$ cat src/lms_cfg.svh
`ifndef LMS_CFG_SVH
`define LMS_CFG_SVH

// Register byte offsets on the APB bus
`define LMS_ADDR_CONFIG 12'h000
`define LMS_ADDR_STATUS 12'h004
`define LMS_ADDR_DESIGN_CAPACITY 12'h008
`define LMS_ADDR_DESIGN_ENERGY 12'h00C
`define LMS_ADDR_USER_CURRENT_RATE 12'h010
`define LMS_ADDR_USER_POWER_RATE 12'h014
`define LMS_ADDR_RESERVE_CHARGE 12'h018
`define LMS_ADDR_RESERVE_ENERGY 12'h01C
`define LMS_ADDR_DSG_THRESHOLD 12'h020
`define LMS_ADDR_AVG_I_LAST 12'h024
`define LMS_ADDR_AVG_P_LAST 12'h028
`define LMS_ADDR_LOAD_RATE 12'h02C

// Field positions in the configuration word
`define LMS_CFG_LOAD_MODE_BIT 0
`define LMS_CFG_SELECT_LSB 4
`define LMS_CFG_RESERVE_SEL_BIT 8
`define LMS_CFG_SCALE_LSB 12

// Field positions in the status word
`define LMS_STS_LOAD_MODE_BIT 0
`define LMS_STS_DISCHARGING_BIT 1
`define LMS_STS_LAST_VALID_BIT 2

// Reset values
`define LMS_RST_LOAD_MODE 1'h0
`define LMS_RST_LOAD_SELECT 3'h1
`define LMS_RST_RESERVE_SEL 1'h0
`define LMS_RST_SCALE 4'h1
`define LMS_RST_DESIGN_CAPACITY 16'h03E8
`define LMS_RST_DESIGN_ENERGY 16'h0E10
`define LMS_RST_USER_RATE 16'h0000
`define LMS_RST_RESERVE 16'h0000
`define LMS_RST_DSG_THRESHOLD 16'h003C

// Load selection codes
`define LMS_SEL_LAST_RUN 3'h0
`define LMS_SEL_PRESENT_RUN 3'h1
`define LMS_SEL_MEAN 3'h2
`define LMS_SEL_FILTERED 3'h3
`define LMS_SEL_DESIGN_FIFTH 3'h4
`define LMS_SEL_USER 3'h6

// Scale limits and arithmetic constants
`define LMS_SCALE_MIN 4'h1
`define LMS_SCALE_MAX 4'hA
`define LMS_CRATE_DIV 5
`define LMS_MILLI_DIV 1000

// Timing
`define LMS_CLK_KHZ 10000
`define LMS_SAMPLE_MS 1000
`define LMS_LPF_TAU_S 14

`endif

$ cat src/lms_pkg.sv
package lms_pkg;

    typedef enum logic [0:0] {
        LMS_DIV_IDLE = 1'b0,
        LMS_DIV_RUN = 1'b1
    } lms_div_phase_t;

    typedef struct packed {
        lms_div_phase_t phase;
        logic [31:0] rem;
        logic [31:0] quo;
        logic [31:0] den;
        logic [5:0] bit_cnt;
        logic done;
    } lms_div_t;

    typedef struct packed {
        logic [23:0] acc;
    } lms_lpf_t;

    typedef struct packed {
        logic load_mode;
        logic [2:0] load_select;
        logic reserve_rate_select;
        logic [3:0] scale;
        logic [15:0] design_cap;
        logic [15:0] design_energy;
        logic [15:0] user_current_rate;
        logic [15:0] user_power_rate;
        logic [15:0] reserve_charge;
        logic [15:0] reserve_energy;
        logic [15:0] dsg_threshold;
        logic [23:0] tick_cnt;
        logic discharging;
        logic last_valid;
        logic [31:0] sum_i;
        logic [31:0] sum_p;
        logic [15:0] cnt;
        logic [15:0] avg_i_now;
        logic [15:0] avg_p_now;
        logic [15:0] avg_i_last;
        logic [15:0] avg_p_last;
        logic [31:0] load_rate;
        logic [31:0] prdata;
    } lms_state_t;

endpackage

$ cat src/lms_top.sv
// Notes on behaviour
// - One load mode bit: 0 constant current (default), 1 constant power.
// - Status word mirrors the load mode in a read-only flag.
// - Current mode, select 0: previous discharge cycle average current.
// - Current mode, select 0 without a recorded previous cycle uses present average current.
// - Current mode, select 1 (default): average current since this discharge began.
// - Select 2 uses mean current; select 3 its 14 s low-pass version.
// - Current mode, select 4: design capacity divided by 5.
// - Current mode, select 6: user current rate.
// - Power mode, select 0: previous discharge cycle average power.
// - Power mode, select 1: average power since this discharge began.
// - Select 2: mean current times voltage; select 3: filtered current times voltage.
// - Power mode: select 4 design energy over 5; select 6 user power rate.
// - Reserve charge and reserve energy settings held for the two remaining values.
// - One bit picks loaded or no-load rate for reserve compensation.
// - Scale above 1 multiplies energy, reserve energy and power units.
// - Discharge is detected when current exceeds a configurable threshold.
//
// Chosen here: the APB interface to the registers and the register offsets.
`timescale 1ns/1ps
`include "lms_cfg.svh"
module lms_top
#(
    parameter int SAMPLE_CYCLES = `LMS_SAMPLE_MS * `LMS_CLK_KHZ
)
(
    input wire logic clock_in,
    input wire logic rst_in,
    input wire logic psel_in,
    input wire logic penable_in,
    input wire logic pwrite_in,
    input wire logic [11:0] paddr_in,
    input wire logic [31:0] pwdata_in,
    output logic [31:0] prdata_out,
    output logic pready_out,
    output logic pslverr_out,
    input wire logic signed [15:0] mean_current_in,
    input wire logic [15:0] voltage_in,
    output logic [31:0] load_rate_out,
    output logic load_model_status_flag_out,
    output logic discharging_out,
    output logic [15:0] reserve_charge_out,
    output logic [31:0] reserve_energy_out,
    output logic reserve_rate_select_out,
    output logic [31:0] reserve_comp_rate_out,
    output logic [31:0] design_energy_out,
    output logic [3:0] energy_scale_out,
    output logic sample_tick_out
);
    import lms_pkg::*;

    localparam logic [23:0] TICK_LAST = 24'(SAMPLE_CYCLES - 1);

    lms_state_t s;
    lms_state_t next_s;
    logic tick;
    logic [15:0] dsg_mag;
    logic dsg_now;
    logic [31:0] p_inst;
    logic [31:0] p_filt;
    logic [15:0] lpf_i;
    logic [3:0] scale_eff;
    logic [31:0] rate;
    logic div_start;
    logic [31:0] quo_i;
    logic [31:0] quo_p;
    logic done_i;
    logic done_p;
    logic addr_ok;
    logic wr_en;
    logic [31:0] rd_word;
    logic [32:0] sum_i_add;
    logic [32:0] sum_p_add;

    function automatic logic [15:0] sat16(input logic [31:0] v);
        sat16 = (v[31:16] != 16'h0000) ? 16'hFFFF : v[15:0];
    endfunction

    function automatic logic [31:0] scaled(input logic [15:0] v, input logic [3:0] k);
        scaled = 32'(v) * 32'(k);
    endfunction

    // Dividers for the running averages of the present discharge cycle
    lms_div u_div_current
    (
        .clock_in(clock_in),
        .rst_in(rst_in),
        .start_in(div_start),
        .num_in(s.sum_i),
        .den_in(32'(s.cnt)),
        .quo_out(quo_i),
        .done_out(done_i)
    );

    // Dividing by count times scale leaves the power average in scaled units
    lms_div u_div_power
    (
        .clock_in(clock_in),
        .rst_in(rst_in),
        .start_in(div_start),
        .num_in(s.sum_p),
        .den_in(32'(s.cnt) * 32'(scale_eff)),
        .quo_out(quo_p),
        .done_out(done_p)
    );

    lms_lpf u_lpf
    (
        .clock_in(clock_in),
        .rst_in(rst_in),
        .tick_in(tick),
        .sample_in(dsg_mag),
        .filtered_out(lpf_i)
    );

    always_comb
    begin
        // Out-of-range scale is clamped so the units never collapse to zero
        if (s.scale < `LMS_SCALE_MIN)
        begin
            scale_eff = `LMS_SCALE_MIN;
        end
        else if (s.scale > `LMS_SCALE_MAX)
        begin
            scale_eff = `LMS_SCALE_MAX;
        end
        else
        begin
            scale_eff = s.scale;
        end
    end

    assign tick = (s.tick_cnt == TICK_LAST);
    // Discharge current is negative; charging contributes nothing
    assign dsg_mag = mean_current_in[15] ? 16'(-mean_current_in) : 16'h0000;
    assign dsg_now = (dsg_mag > s.dsg_threshold);
    assign p_inst = (32'(dsg_mag) * 32'(voltage_in)) / 32'(`LMS_MILLI_DIV);
    assign p_filt = (32'(lpf_i) * 32'(voltage_in)) / 32'(`LMS_MILLI_DIV);
    assign div_start = tick && s.discharging && (s.cnt != 16'h0000);
    assign sum_i_add = {1'b0, s.sum_i} + 33'(dsg_mag);
    assign sum_p_add = {1'b0, s.sum_p} + 33'(p_inst);

    always_comb
    begin
        rate = 32'h0;
        if (!s.load_mode)
        begin
            unique case (s.load_select)
                `LMS_SEL_LAST_RUN:
                begin
                    rate = s.last_valid ? 32'(s.avg_i_last) : 32'(s.avg_i_now);
                end
                `LMS_SEL_MEAN:
                begin
                    rate = 32'(dsg_mag);
                end
                `LMS_SEL_FILTERED:
                begin
                    rate = 32'(lpf_i);
                end
                `LMS_SEL_DESIGN_FIFTH:
                begin
                    rate = 32'(s.design_cap) / 32'(`LMS_CRATE_DIV);
                end
                `LMS_SEL_USER:
                begin
                    rate = 32'(s.user_current_rate);
                end
                default:
                begin
                    rate = 32'(s.avg_i_now);
                end
            endcase
        end
        else
        begin
            unique case (s.load_select)
                `LMS_SEL_PRESENT_RUN:
                begin
                    rate = scaled(s.avg_p_now, scale_eff);
                end
                `LMS_SEL_MEAN:
                begin
                    rate = p_inst;
                end
                `LMS_SEL_FILTERED:
                begin
                    rate = p_filt;
                end
                `LMS_SEL_DESIGN_FIFTH:
                begin
                    rate = scaled(s.design_energy, scale_eff) / 32'(`LMS_CRATE_DIV);
                end
                `LMS_SEL_USER:
                begin
                    rate = scaled(s.user_power_rate, scale_eff);
                end
                default:
                begin
                    rate = scaled(s.avg_p_last, scale_eff);
                end
            endcase
        end
    end

    always_comb
    begin
        addr_ok = 1'b1;
        rd_word = 32'h0;
        unique case (paddr_in)
            `LMS_ADDR_CONFIG:
            begin
                rd_word[`LMS_CFG_LOAD_MODE_BIT] = s.load_mode;
                rd_word[`LMS_CFG_SELECT_LSB +: 3] = s.load_select;
                rd_word[`LMS_CFG_RESERVE_SEL_BIT] = s.reserve_rate_select;
                rd_word[`LMS_CFG_SCALE_LSB +: 4] = s.scale;
            end
            `LMS_ADDR_STATUS:
            begin
                rd_word[`LMS_STS_LOAD_MODE_BIT] = s.load_mode;
                rd_word[`LMS_STS_DISCHARGING_BIT] = s.discharging;
                rd_word[`LMS_STS_LAST_VALID_BIT] = s.last_valid;
            end
            `LMS_ADDR_DESIGN_CAPACITY: rd_word = 32'(s.design_cap);
            `LMS_ADDR_DESIGN_ENERGY: rd_word = 32'(s.design_energy);
            `LMS_ADDR_USER_CURRENT_RATE: rd_word = 32'(s.user_current_rate);
            `LMS_ADDR_USER_POWER_RATE: rd_word = 32'(s.user_power_rate);
            `LMS_ADDR_RESERVE_CHARGE: rd_word = 32'(s.reserve_charge);
            `LMS_ADDR_RESERVE_ENERGY: rd_word = 32'(s.reserve_energy);
            `LMS_ADDR_DSG_THRESHOLD: rd_word = 32'(s.dsg_threshold);
            `LMS_ADDR_AVG_I_LAST: rd_word = 32'(s.avg_i_last);
            `LMS_ADDR_AVG_P_LAST: rd_word = 32'(s.avg_p_last);
            `LMS_ADDR_LOAD_RATE: rd_word = s.load_rate;
            default: addr_ok = 1'b0;
        endcase
    end

    assign wr_en = psel_in && penable_in && pwrite_in && addr_ok;

    always_comb
    begin
        next_s = s;
        next_s.tick_cnt = tick ? 24'h0 : s.tick_cnt + 24'h1;
        next_s.load_rate = rate;
        // Read data is captured in the setup cycle so prdata comes from a flop
        if (psel_in && !penable_in)
        begin
            next_s.prdata = rd_word;
        end
        if (wr_en)
        begin
            unique case (paddr_in)
                `LMS_ADDR_CONFIG:
                begin
                    next_s.load_mode = pwdata_in[`LMS_CFG_LOAD_MODE_BIT];
                    next_s.load_select = pwdata_in[`LMS_CFG_SELECT_LSB +: 3];
                    next_s.reserve_rate_select = pwdata_in[`LMS_CFG_RESERVE_SEL_BIT];
                    next_s.scale = pwdata_in[`LMS_CFG_SCALE_LSB +: 4];
                end
                `LMS_ADDR_DESIGN_CAPACITY: next_s.design_cap = pwdata_in[15:0];
                `LMS_ADDR_DESIGN_ENERGY: next_s.design_energy = pwdata_in[15:0];
                `LMS_ADDR_USER_CURRENT_RATE: next_s.user_current_rate = pwdata_in[15:0];
                `LMS_ADDR_USER_POWER_RATE: next_s.user_power_rate = pwdata_in[15:0];
                `LMS_ADDR_RESERVE_CHARGE: next_s.reserve_charge = pwdata_in[15:0];
                `LMS_ADDR_RESERVE_ENERGY: next_s.reserve_energy = pwdata_in[15:0];
                `LMS_ADDR_DSG_THRESHOLD: next_s.dsg_threshold = pwdata_in[15:0];
                default:
                begin
                end
            endcase
        end
        if (done_i)
        begin
            next_s.avg_i_now = sat16(quo_i);
        end
        if (done_p)
        begin
            next_s.avg_p_now = sat16(quo_p);
        end
        if (tick)
        begin
            next_s.discharging = dsg_now;
            if (dsg_now && !s.discharging)
            begin
                next_s.sum_i = 32'(dsg_mag);
                next_s.sum_p = p_inst;
                next_s.cnt = 16'h0001;
                next_s.avg_i_now = dsg_mag;
                next_s.avg_p_now = 16'h0000;
            end
            else if (dsg_now)
            begin
                // Accumulators saturate rather than wrap on very long cycles
                next_s.sum_i = sum_i_add[32] ? 32'hFFFFFFFF : sum_i_add[31:0];
                next_s.sum_p = sum_p_add[32] ? 32'hFFFFFFFF : sum_p_add[31:0];
                next_s.cnt = (s.cnt == 16'hFFFF) ? s.cnt : s.cnt + 16'h1;
            end
            else if (s.discharging)
            begin
                next_s.avg_i_last = s.avg_i_now;
                next_s.avg_p_last = s.avg_p_now;
                next_s.last_valid = 1'b1;
                next_s.sum_i = 32'h0;
                next_s.sum_p = 32'h0;
                next_s.cnt = 16'h0000;
            end
        end
    end

    always_ff @(posedge clock_in)
    begin
        if (rst_in)
        begin
            s <= '0;
            s.load_mode <= `LMS_RST_LOAD_MODE;
            s.load_select <= `LMS_RST_LOAD_SELECT;
            s.reserve_rate_select <= `LMS_RST_RESERVE_SEL;
            s.scale <= `LMS_RST_SCALE;
            s.design_cap <= `LMS_RST_DESIGN_CAPACITY;
            s.design_energy <= `LMS_RST_DESIGN_ENERGY;
            s.user_current_rate <= `LMS_RST_USER_RATE;
            s.user_power_rate <= `LMS_RST_USER_RATE;
            s.reserve_charge <= `LMS_RST_RESERVE;
            s.reserve_energy <= `LMS_RST_RESERVE;
            s.dsg_threshold <= `LMS_RST_DSG_THRESHOLD;
        end
        else
        begin
            s <= next_s;
        end
    end

    assign prdata_out = s.prdata;
    assign pready_out = 1'b1;
    assign pslverr_out = psel_in && penable_in && !addr_ok;
    assign load_rate_out = s.load_rate;
    assign load_model_status_flag_out = s.load_mode;
    assign discharging_out = s.discharging;
    assign reserve_charge_out = s.reserve_charge;
    assign reserve_energy_out = scaled(s.reserve_energy, scale_eff);
    assign reserve_rate_select_out = s.reserve_rate_select;
    // No-load compensation is modelled as a zero rate
    assign reserve_comp_rate_out = s.reserve_rate_select ? 32'h0 : s.load_rate;
    assign design_energy_out = scaled(s.design_energy, scale_eff);
    assign energy_scale_out = scale_eff;
    assign sample_tick_out = tick;
endmodule // lms_top

$ cat src/lms_div.sv
`timescale 1ns/1ps
// Restoring divider, one quotient bit per clock
module lms_div
(
    input wire logic clock_in,
    input wire logic rst_in,
    input wire logic start_in,
    input wire logic [31:0] num_in,
    input wire logic [31:0] den_in,
    output logic [31:0] quo_out,
    output logic done_out
);
    import lms_pkg::*;

    lms_div_t s;
    lms_div_t next_s;
    logic [32:0] trial;

    always_comb
    begin
        next_s = s;
        next_s.done = 1'b0;
        trial = {s.rem, s.quo[31]};
        unique case (s.phase)
            LMS_DIV_IDLE:
            begin
                if (start_in)
                begin
                    next_s.phase = LMS_DIV_RUN;
                    next_s.rem = 32'h0;
                    next_s.quo = num_in;
                    next_s.den = den_in;
                    next_s.bit_cnt = 6'h20;
                end
            end
            LMS_DIV_RUN:
            begin
                if (trial >= {1'b0, s.den})
                begin
                    next_s.rem = 32'(trial - {1'b0, s.den});
                    next_s.quo = {s.quo[30:0], 1'b1};
                end
                else
                begin
                    next_s.rem = trial[31:0];
                    next_s.quo = {s.quo[30:0], 1'b0};
                end
                next_s.bit_cnt = s.bit_cnt - 6'h1;
                if (s.bit_cnt == 6'h1)
                begin
                    next_s.phase = LMS_DIV_IDLE;
                    next_s.done = 1'b1;
                end
            end
        endcase
    end

    always_ff @(posedge clock_in)
    begin
        if (rst_in)
        begin
            s <= '0;
        end
        else
        begin
            s <= next_s;
        end
    end

    assign quo_out = s.quo;
    assign done_out = s.done;
endmodule // lms_div

$ cat src/lms_lpf.sv
`timescale 1ns/1ps
`include "lms_cfg.svh"
// First-order low-pass filter, eight fraction bits kept to avoid a dead band
module lms_lpf
(
    input wire logic clock_in,
    input wire logic rst_in,
    input wire logic tick_in,
    input wire logic [15:0] sample_in,
    output logic [15:0] filtered_out
);
    import lms_pkg::*;

    localparam int TAU_SAMPLES = (`LMS_LPF_TAU_S * 1000) / `LMS_SAMPLE_MS;

    lms_lpf_t s;
    lms_lpf_t next_s;
    logic signed [25:0] diff;

    always_comb
    begin
        next_s = s;
        diff = $signed({2'b00, sample_in, 8'h00}) - $signed({2'b00, s.acc});
        if (tick_in)
        begin
            next_s.acc = 24'($signed({2'b00, s.acc}) + diff / 26'(TAU_SAMPLES));
        end
    end

    always_ff @(posedge clock_in)
    begin
        if (rst_in)
        begin
            s <= '0;
        end
        else
        begin
            s <= next_s;
        end
    end

    assign filtered_out = s.acc[23:8];
endmodule // lms_lpf

$ cat config.mk
export PLATFORM = sky130hd
export DESIGN_NAME = lms_top
export DESIGN_NICKNAME = d
export VERILOG_FILES = /design/src/lms_pkg.sv /design/src/lms_top.sv /design/src/lms_div.sv /design/src/lms_lpf.sv
export VERILOG_INCLUDE_DIRS = /design/src /design/src/src
export SDC_FILE = /design/constraint.sdc
export NUM_CORES = 2
export LEC_CHECK = 0
export ABC_AREA = 1
export BUFFER_PORTS_ARGS = -buffer_cell sky130_fd_sc_hd__buf_2
export CORE_UTILIZATION = 60
export DETAILED_ROUTE_END_ITERATION = 8
export MAX_ROUTING_LAYER = met4
export PLACE_DENSITY = 0.78
export SLEW_MARGIN = 10
export SYNTH_ARGS = -nofsm -noshare
export SYNTH_HDL_FRONTEND = slang
export SYNTH_SLANG_ARGS = --single-unit
$ cat constraint.sdc
create_clock -name clock_in -period 26.6 [get_ports clock_in]
set_input_delay 1.33 -clock clock_in [delete_from_list [all_inputs] [get_ports clock_in]]
set_output_delay 1.33 -clock clock_in [all_outputs]
set_load 0.01 [all_outputs]
# After elaboration in Yosys (flattened, before gate mapping)
# Cells that the tools add are included.
[totals] inputBits=81 wordCells=172 out_inout_bits=186 regBits=559
[classes] n_bitwise=4 n_lt_le_gt_ge=5 n_div=5 addsub=11 mul=8 eq_ne=23 reduce_logical=35 mux=45
[ops] operator="32-bit one-hot mux with 5 select lines" n=2
[ops] operator="65-bit one-hot mux with 2 select lines" n=2
[ops] operator="32-bit 2-to-1 mux" n=8
[ops] operator="103-bit 2-to-1 mux" n=2
[ops] operator="64-bit 2-to-1 mux" n=3
[ops] operator="80-bit 2-to-1 mux" n=2
[ops] operator="16-bit 2-to-1 mux" n=8
[ops] operator="16-bit by 4-bit multiplier with 20-bit output" n=6
[ops] operator="81-bit 2-to-1 mux" n=1
[ops] operator="32-bit by 10-bit divider with 32-bit output (second input constant)" n=2
[ops] operator="16-bit by 16-bit multiplier with 32-bit output" n=2
[ops] operator="12-bit by 5-bit equality test with 1-bit output (second input constant)" n=4
[ops] operator="12-bit by 6-bit equality test with 1-bit output (second input constant)" n=4
[ops] operator="16-bit nonzero test" n=3
[ops] operator="4-bit one-hot mux with 11 select lines" n=1
[ops] operator="32-bit by 16-bit adder with 33-bit output" n=1
[ops] operator="32-bit by 32-bit adder with 33-bit output" n=1
[ops] operator="33-bit by 16-bit greater-or-equal comparator with 1-bit output" n=1
[ops] operator="33-bit by 20-bit greater-or-equal comparator with 1-bit output" n=1
[ops] operator="3-bit one-hot mux with 11 select lines" n=1
[ops] operator="16-bit by 3-bit divider with 32-bit output (second input constant)" n=1
[ops] operator="20-bit by 3-bit divider with 32-bit output (second input constant)" n=1
[ops] operator="32-bit by 16-bit subtractor with 32-bit output" n=1
[ops] operator="32-bit by 20-bit subtractor with 32-bit output" n=1
[ops] operator="38 further kinds" n=77

# Longest topological paths before layout
[logic_depth] ltp_word=8 depth_mapped=199 mapped_depth_nobuf=198

# Hierarchy
# From an unflattened synthesis, not the netlist that was laid out.
[hier_totals] hier_cells=12796 area_unflattened_um2=82334.0
[by_module_without_submodules] mod="lms_top" n_inst=1 area_per_inst_um2=61647.9 cells_per_inst=9374
[by_module_without_submodules] mod="lms_div" n_inst=2 area_per_inst_um2=7221.9 cells_per_inst=1166
[by_module_without_submodules] mod="lms_lpf" n_inst=1 area_per_inst_um2=6242.2 cells_per_inst=1090

# Worst setup path after synthesis
# OpenSTA, ideal clock, no wires.
[synth_path] path_type="input-to-reg" startpoint="in mean_current_in[1]" endpoint="reg s[156] (netlist name)" setup_slack_ns=5.163 n_path_buf=2 arrival_time_ns=21.363 stages=171 cell_sequence="nor3_1 inv_1 nor2_1 inv_1 nor2_1 inv_1 nor2_1 inv_1 nor2_1 inv_1 nor3_1 inv_1 nor2_1 nand2_1 o21ai_0 nand3_1 clkinv_1 clkbuf_1 [135 not listed] o21ai_0 nand4_1 o211ai_1 a21oi_1 o21ai_0 a21oi_1 o31ai_1 nand3_1 nand2_1 nand2_1 nand2_1 nand3_1 nor2_1 inv_1 nor2_1 clkbuf_1 o21ai_0 a31oi_1"
[synth_between] elab_chain_len=8 word_cells_on_any_way=12
[synth_lines] element="from (decl)" line_no="lms_top.sv:37" source="input wire logic signed [15:0] mean_current_in,"
[synth_lines] element="16-bit negation (*)" line_no="lms_top.sv:135" source="assign dsg_mag = mean_current_in[15] ? 16'(-mean_current_in) : 16'h0000;"
[synth_lines] element="16-bit 2-to-1 mux (*)" line_no="lms_top.sv:135"
[synth_lines] element="16-bit by 16-bit multiplier with 32-bit output" line_no="lms_top.sv:137" source="assign p_inst = (32'(dsg_mag) * 32'(voltage_in)) / 32'(`LMS_MILLI_DIV);"
[synth_lines] element="32-bit by 10-bit divider with 32-bit output" line_no="lms_top.sv:137"
[synth_lines] element="32-bit by 32-bit adder with 33-bit output" line_no="lms_top.sv:141" source="assign sum_p_add = {1'b0, s.sum_p} + 33'(p_inst);"
[synth_lines] element="32-bit 2-to-1 mux" line_no="lms_top.sv:295" source="next_s.sum_p = sum_p_add[32] ? 32'hFFFFFFFF : sum_p_add[31:0];"
[synth_lines] element="80-bit 2-to-1 mux" line_no="lms_top.sv:291" source="else if (dsg_now)"
[synth_lines] element="80-bit 2-to-1 mux" line_no="lms_top.sv:283" source="if (dsg_now && !s.discharging)"
[synth_lines] element="to (signal assigned)" line_no="lms_top.sv:329" source="s <= next_s;"
[synth_lines] element="to (decl)" line_no="lms_top.sv:54" source="lms_state_t s;"
# Every way passes the cells marked *; elsewhere a longest branch is shown, timed or not.
# A chain may end at the register's enable or synchronous reset.

# Final worst setup path
[layout_path] startpoint="in mean_current_in[0]" endpoint="reg s[175] (netlist name)"
# Same word-level chain as after synthesis.

==> results.md <==
* RSZ-0062 raised after global routing: false
* Met2 Usage GRT at 60.6%
* Grt met3 use at 7.69%
* Max transition margin at 17.8%
* Initial DRT Pass Iterations at 7
* Hold crit path type: reg -> reg
* Routed len/inst at between 15 and 20 microns
* #FFs+latches synth at 541
* Initial Utilization at about three fifths
* Clock Tree Buf Depth at 3
* Number of enable flip-flop cells after synthesis at 0
* 1st-iter DRT viols at 6870
* Number of synthesis warnings at 0
* Worst Tran Pin Value at about 1200 ps
* CTS Buf Count at 69
* DIE AREA at roughly 0.13 sq mm
* CP Max Fanout at 9
* GRT Resource Usage Total at around two fifths
* DR vias/cell at around 5.7
* Worst Path Arrival at ~25000 ps
* Core Region at roughly 0.13 sq mm
* First-pass GRT wire length at 386000 microns
* Crit path kind: in -> reg
* Top FF cell, synth: dfxtp_1
* Die outline width at about 360 microns
* Most common cell on crit path: nand2_2
* Largest net degree at the start of global routing at 148
* Post-placement cell count at 13000
* GRT overflow at 0
* # port buffers at approximately 200
* Slowest stage delay, CP at approximately 600 ps
* Cts-stage hold buffer count at 0
* Clock transition at path regs at about 60 ps
* Sequential fraction of the synthesis area at approximately 14%
* Final Setup Violations at 0
* Placement Rows at 130
* Min Tclk post-route at ~24000 ps
* Htree depth at 3
* Count of pins over their slew limit at 0
* FFs w/ async S/R, synth at 0%
* Footprint of the multi-input gates at approximately 0.055 sq mm
* Commonest non-fill, non-tap cells in the layout: nand2_1 (2447), inv_1 (2063), nor2_1 (1049), a21oi_1 (630), fa_1 (561)
* Clk_lat worst skew at between 700 and 800 ps
* Status: completed
* Syn Inst Count at about 11000
* Met1 usage at between 40% and 50%
* Crit share post-route at between 90% and 100%
* Final ANT Viol Nets at 0
* Most common cell after layout, fill and taps aside: nand2_1
* # nets final at between 10000 and 15000
* Max Freq at about 0.04 GHz
* Crit path launch type: primary input
* DRC viols at 0
* Library cells used by synthesis at slightly below 90
* Area growth, synth to finish at 5.41%
* Setup TNS at 0 ps
* Clock Sinks at between 500 and 600
* Busiest grt layer: met2
* Hold Fails Final Rpt at 0
* Detailed-route via count at between 70000 and 80000
* Die height at 357 microns
* Vias in the first global route at 70700
* CTS tree: done
* Initial antenna violation count at 15
* Register Area at 0.0108 sq mm
* Skew final at around 52 ps
* Critical Path End Type: flip-flop
* Syn_area_per_cell at 6.62 sq um
* Non-Filler Instances at ~13000
* Slowest-stage cell, CP: clkinvlp_4
* Placer's final routability congestion estimate at 1.08
* Required @ worst endpoint at between 20000 and 30000 ps
* FILL cells at around 12000
* DRT Wirelength at roughly 250000 microns
* Mapped cell area at around 0.076 sq mm
* Hpwl dp at ~200000 microns
* CTS root buf: clkbuf_16
* Num ports at about 270
* Share of cells above drive strength 1 at 10.5%
* Max Cap Viol at 0
==> per-layer routing <==
metal	vias to the layer above	share of wire (%)
met1	35000	41
met3	599	9.2
met4	0	5.8
li1	35900	-
met2	3096	44
met5	-	0
==> worst paths after layout <==
path	cells past startpoint	to	slack [ps]	startpoint
worst max-delay path	179	s[175]	2120	mean_current_in[0]
worst min-delay path	1	s[210]	450	s[210]
worst max register to register	131	load_rate_out[0]	6610	u_lpf.s[17]
worst min register to register	1	s[210]	450	s[210]
==> registers in the layout (all words and copies together), names as in the netlist, 16 cells and up <==
name	count
prdata_out	23
u_div_current.s	55
u_div_current.quo_out	32
u_div_power.quo_out	32
u_lpf.s	24
s	272
load_rate_out	23
reserve_charge_out	16
u_div_power.s	59
==> cell usage after synthesis (101+ instances only) <==
cell type,count,area [sq um]
xor2_1,283,2480
xnor2_1,103,902
nand2_1,2448,9190
nand3_1,491,2460
inv_1,2067,7760
fa_1,561,11200
clkbuf_1,301,1130
nand2_2,263,1650
ha_1,499,6240
dfxtp_1,541,10800
nand4_1,101,632
a21oi_1,633,3170
buf_4,116,871
nor3_1,129,646
a211oi_1,110,826
nor2_1,1056,3960
o21ai_0,485,2430
==> metrics by stage <==
stage          hold WS [ps]  cell area [sq um]  utilization, %  worst slack [ps]
2_1_floorplan           418              76000               -              5160
3_3_place_gp            428              77500            61.8              1140
3_5_place_dp            446              77500            61.8               602
4_1_cts                 454              79700            63.6              1240
5_1_grt                 477              79900            63.7              10.6
6_report                449              79900            63.7              2120
==> cells by family after synthesis <==
group,count (synthesis),synth area share (%)
and+or+nand+nor,4905,29.3
buffers and inverters,2682,14.1
AOI/OAI and AO/OA,1869,14.8
adders and majority gates,1060,23.1
DFF,541,14.3
xor gates and xnor gates,386,4.46
other,2,0.00991
muxes,1,0.0149
==> worst max-delay path, delay by kind of cell <==
family | cells | cell delay, ps
and+or+nand+nor | 127 | 14700
adders and majority gates | 9 | 3750
xor gates and xnor gates | 1 | 180
AOI/OAI and AO/OA | 17 | 2720
buffers and inverters | 25 | 2290
==> cell type report <==
class | instances | share of cell area [%]
Inverter | 2212 | 10.5
Timing Repair Buffer | 287 | 2.13
Tap cell | 1650 | 2.58
Sequential cell | 541 | 13.6
Clock buffer | 96 | 2.46
Multi-Input combinational cell | 8273 | 68.4
Clock inverter | 28 | 0.382
Antenna cell | 17 | 0.0533
==> repair_timing <==
action                     CTS  global route
resized for setup            0            14
setup buffers                0             5
setup endpoints to repair    0            32
Power is not shown: default switching activity piles up to over one toggle a cycle in this logic, so the estimate is an artifact.
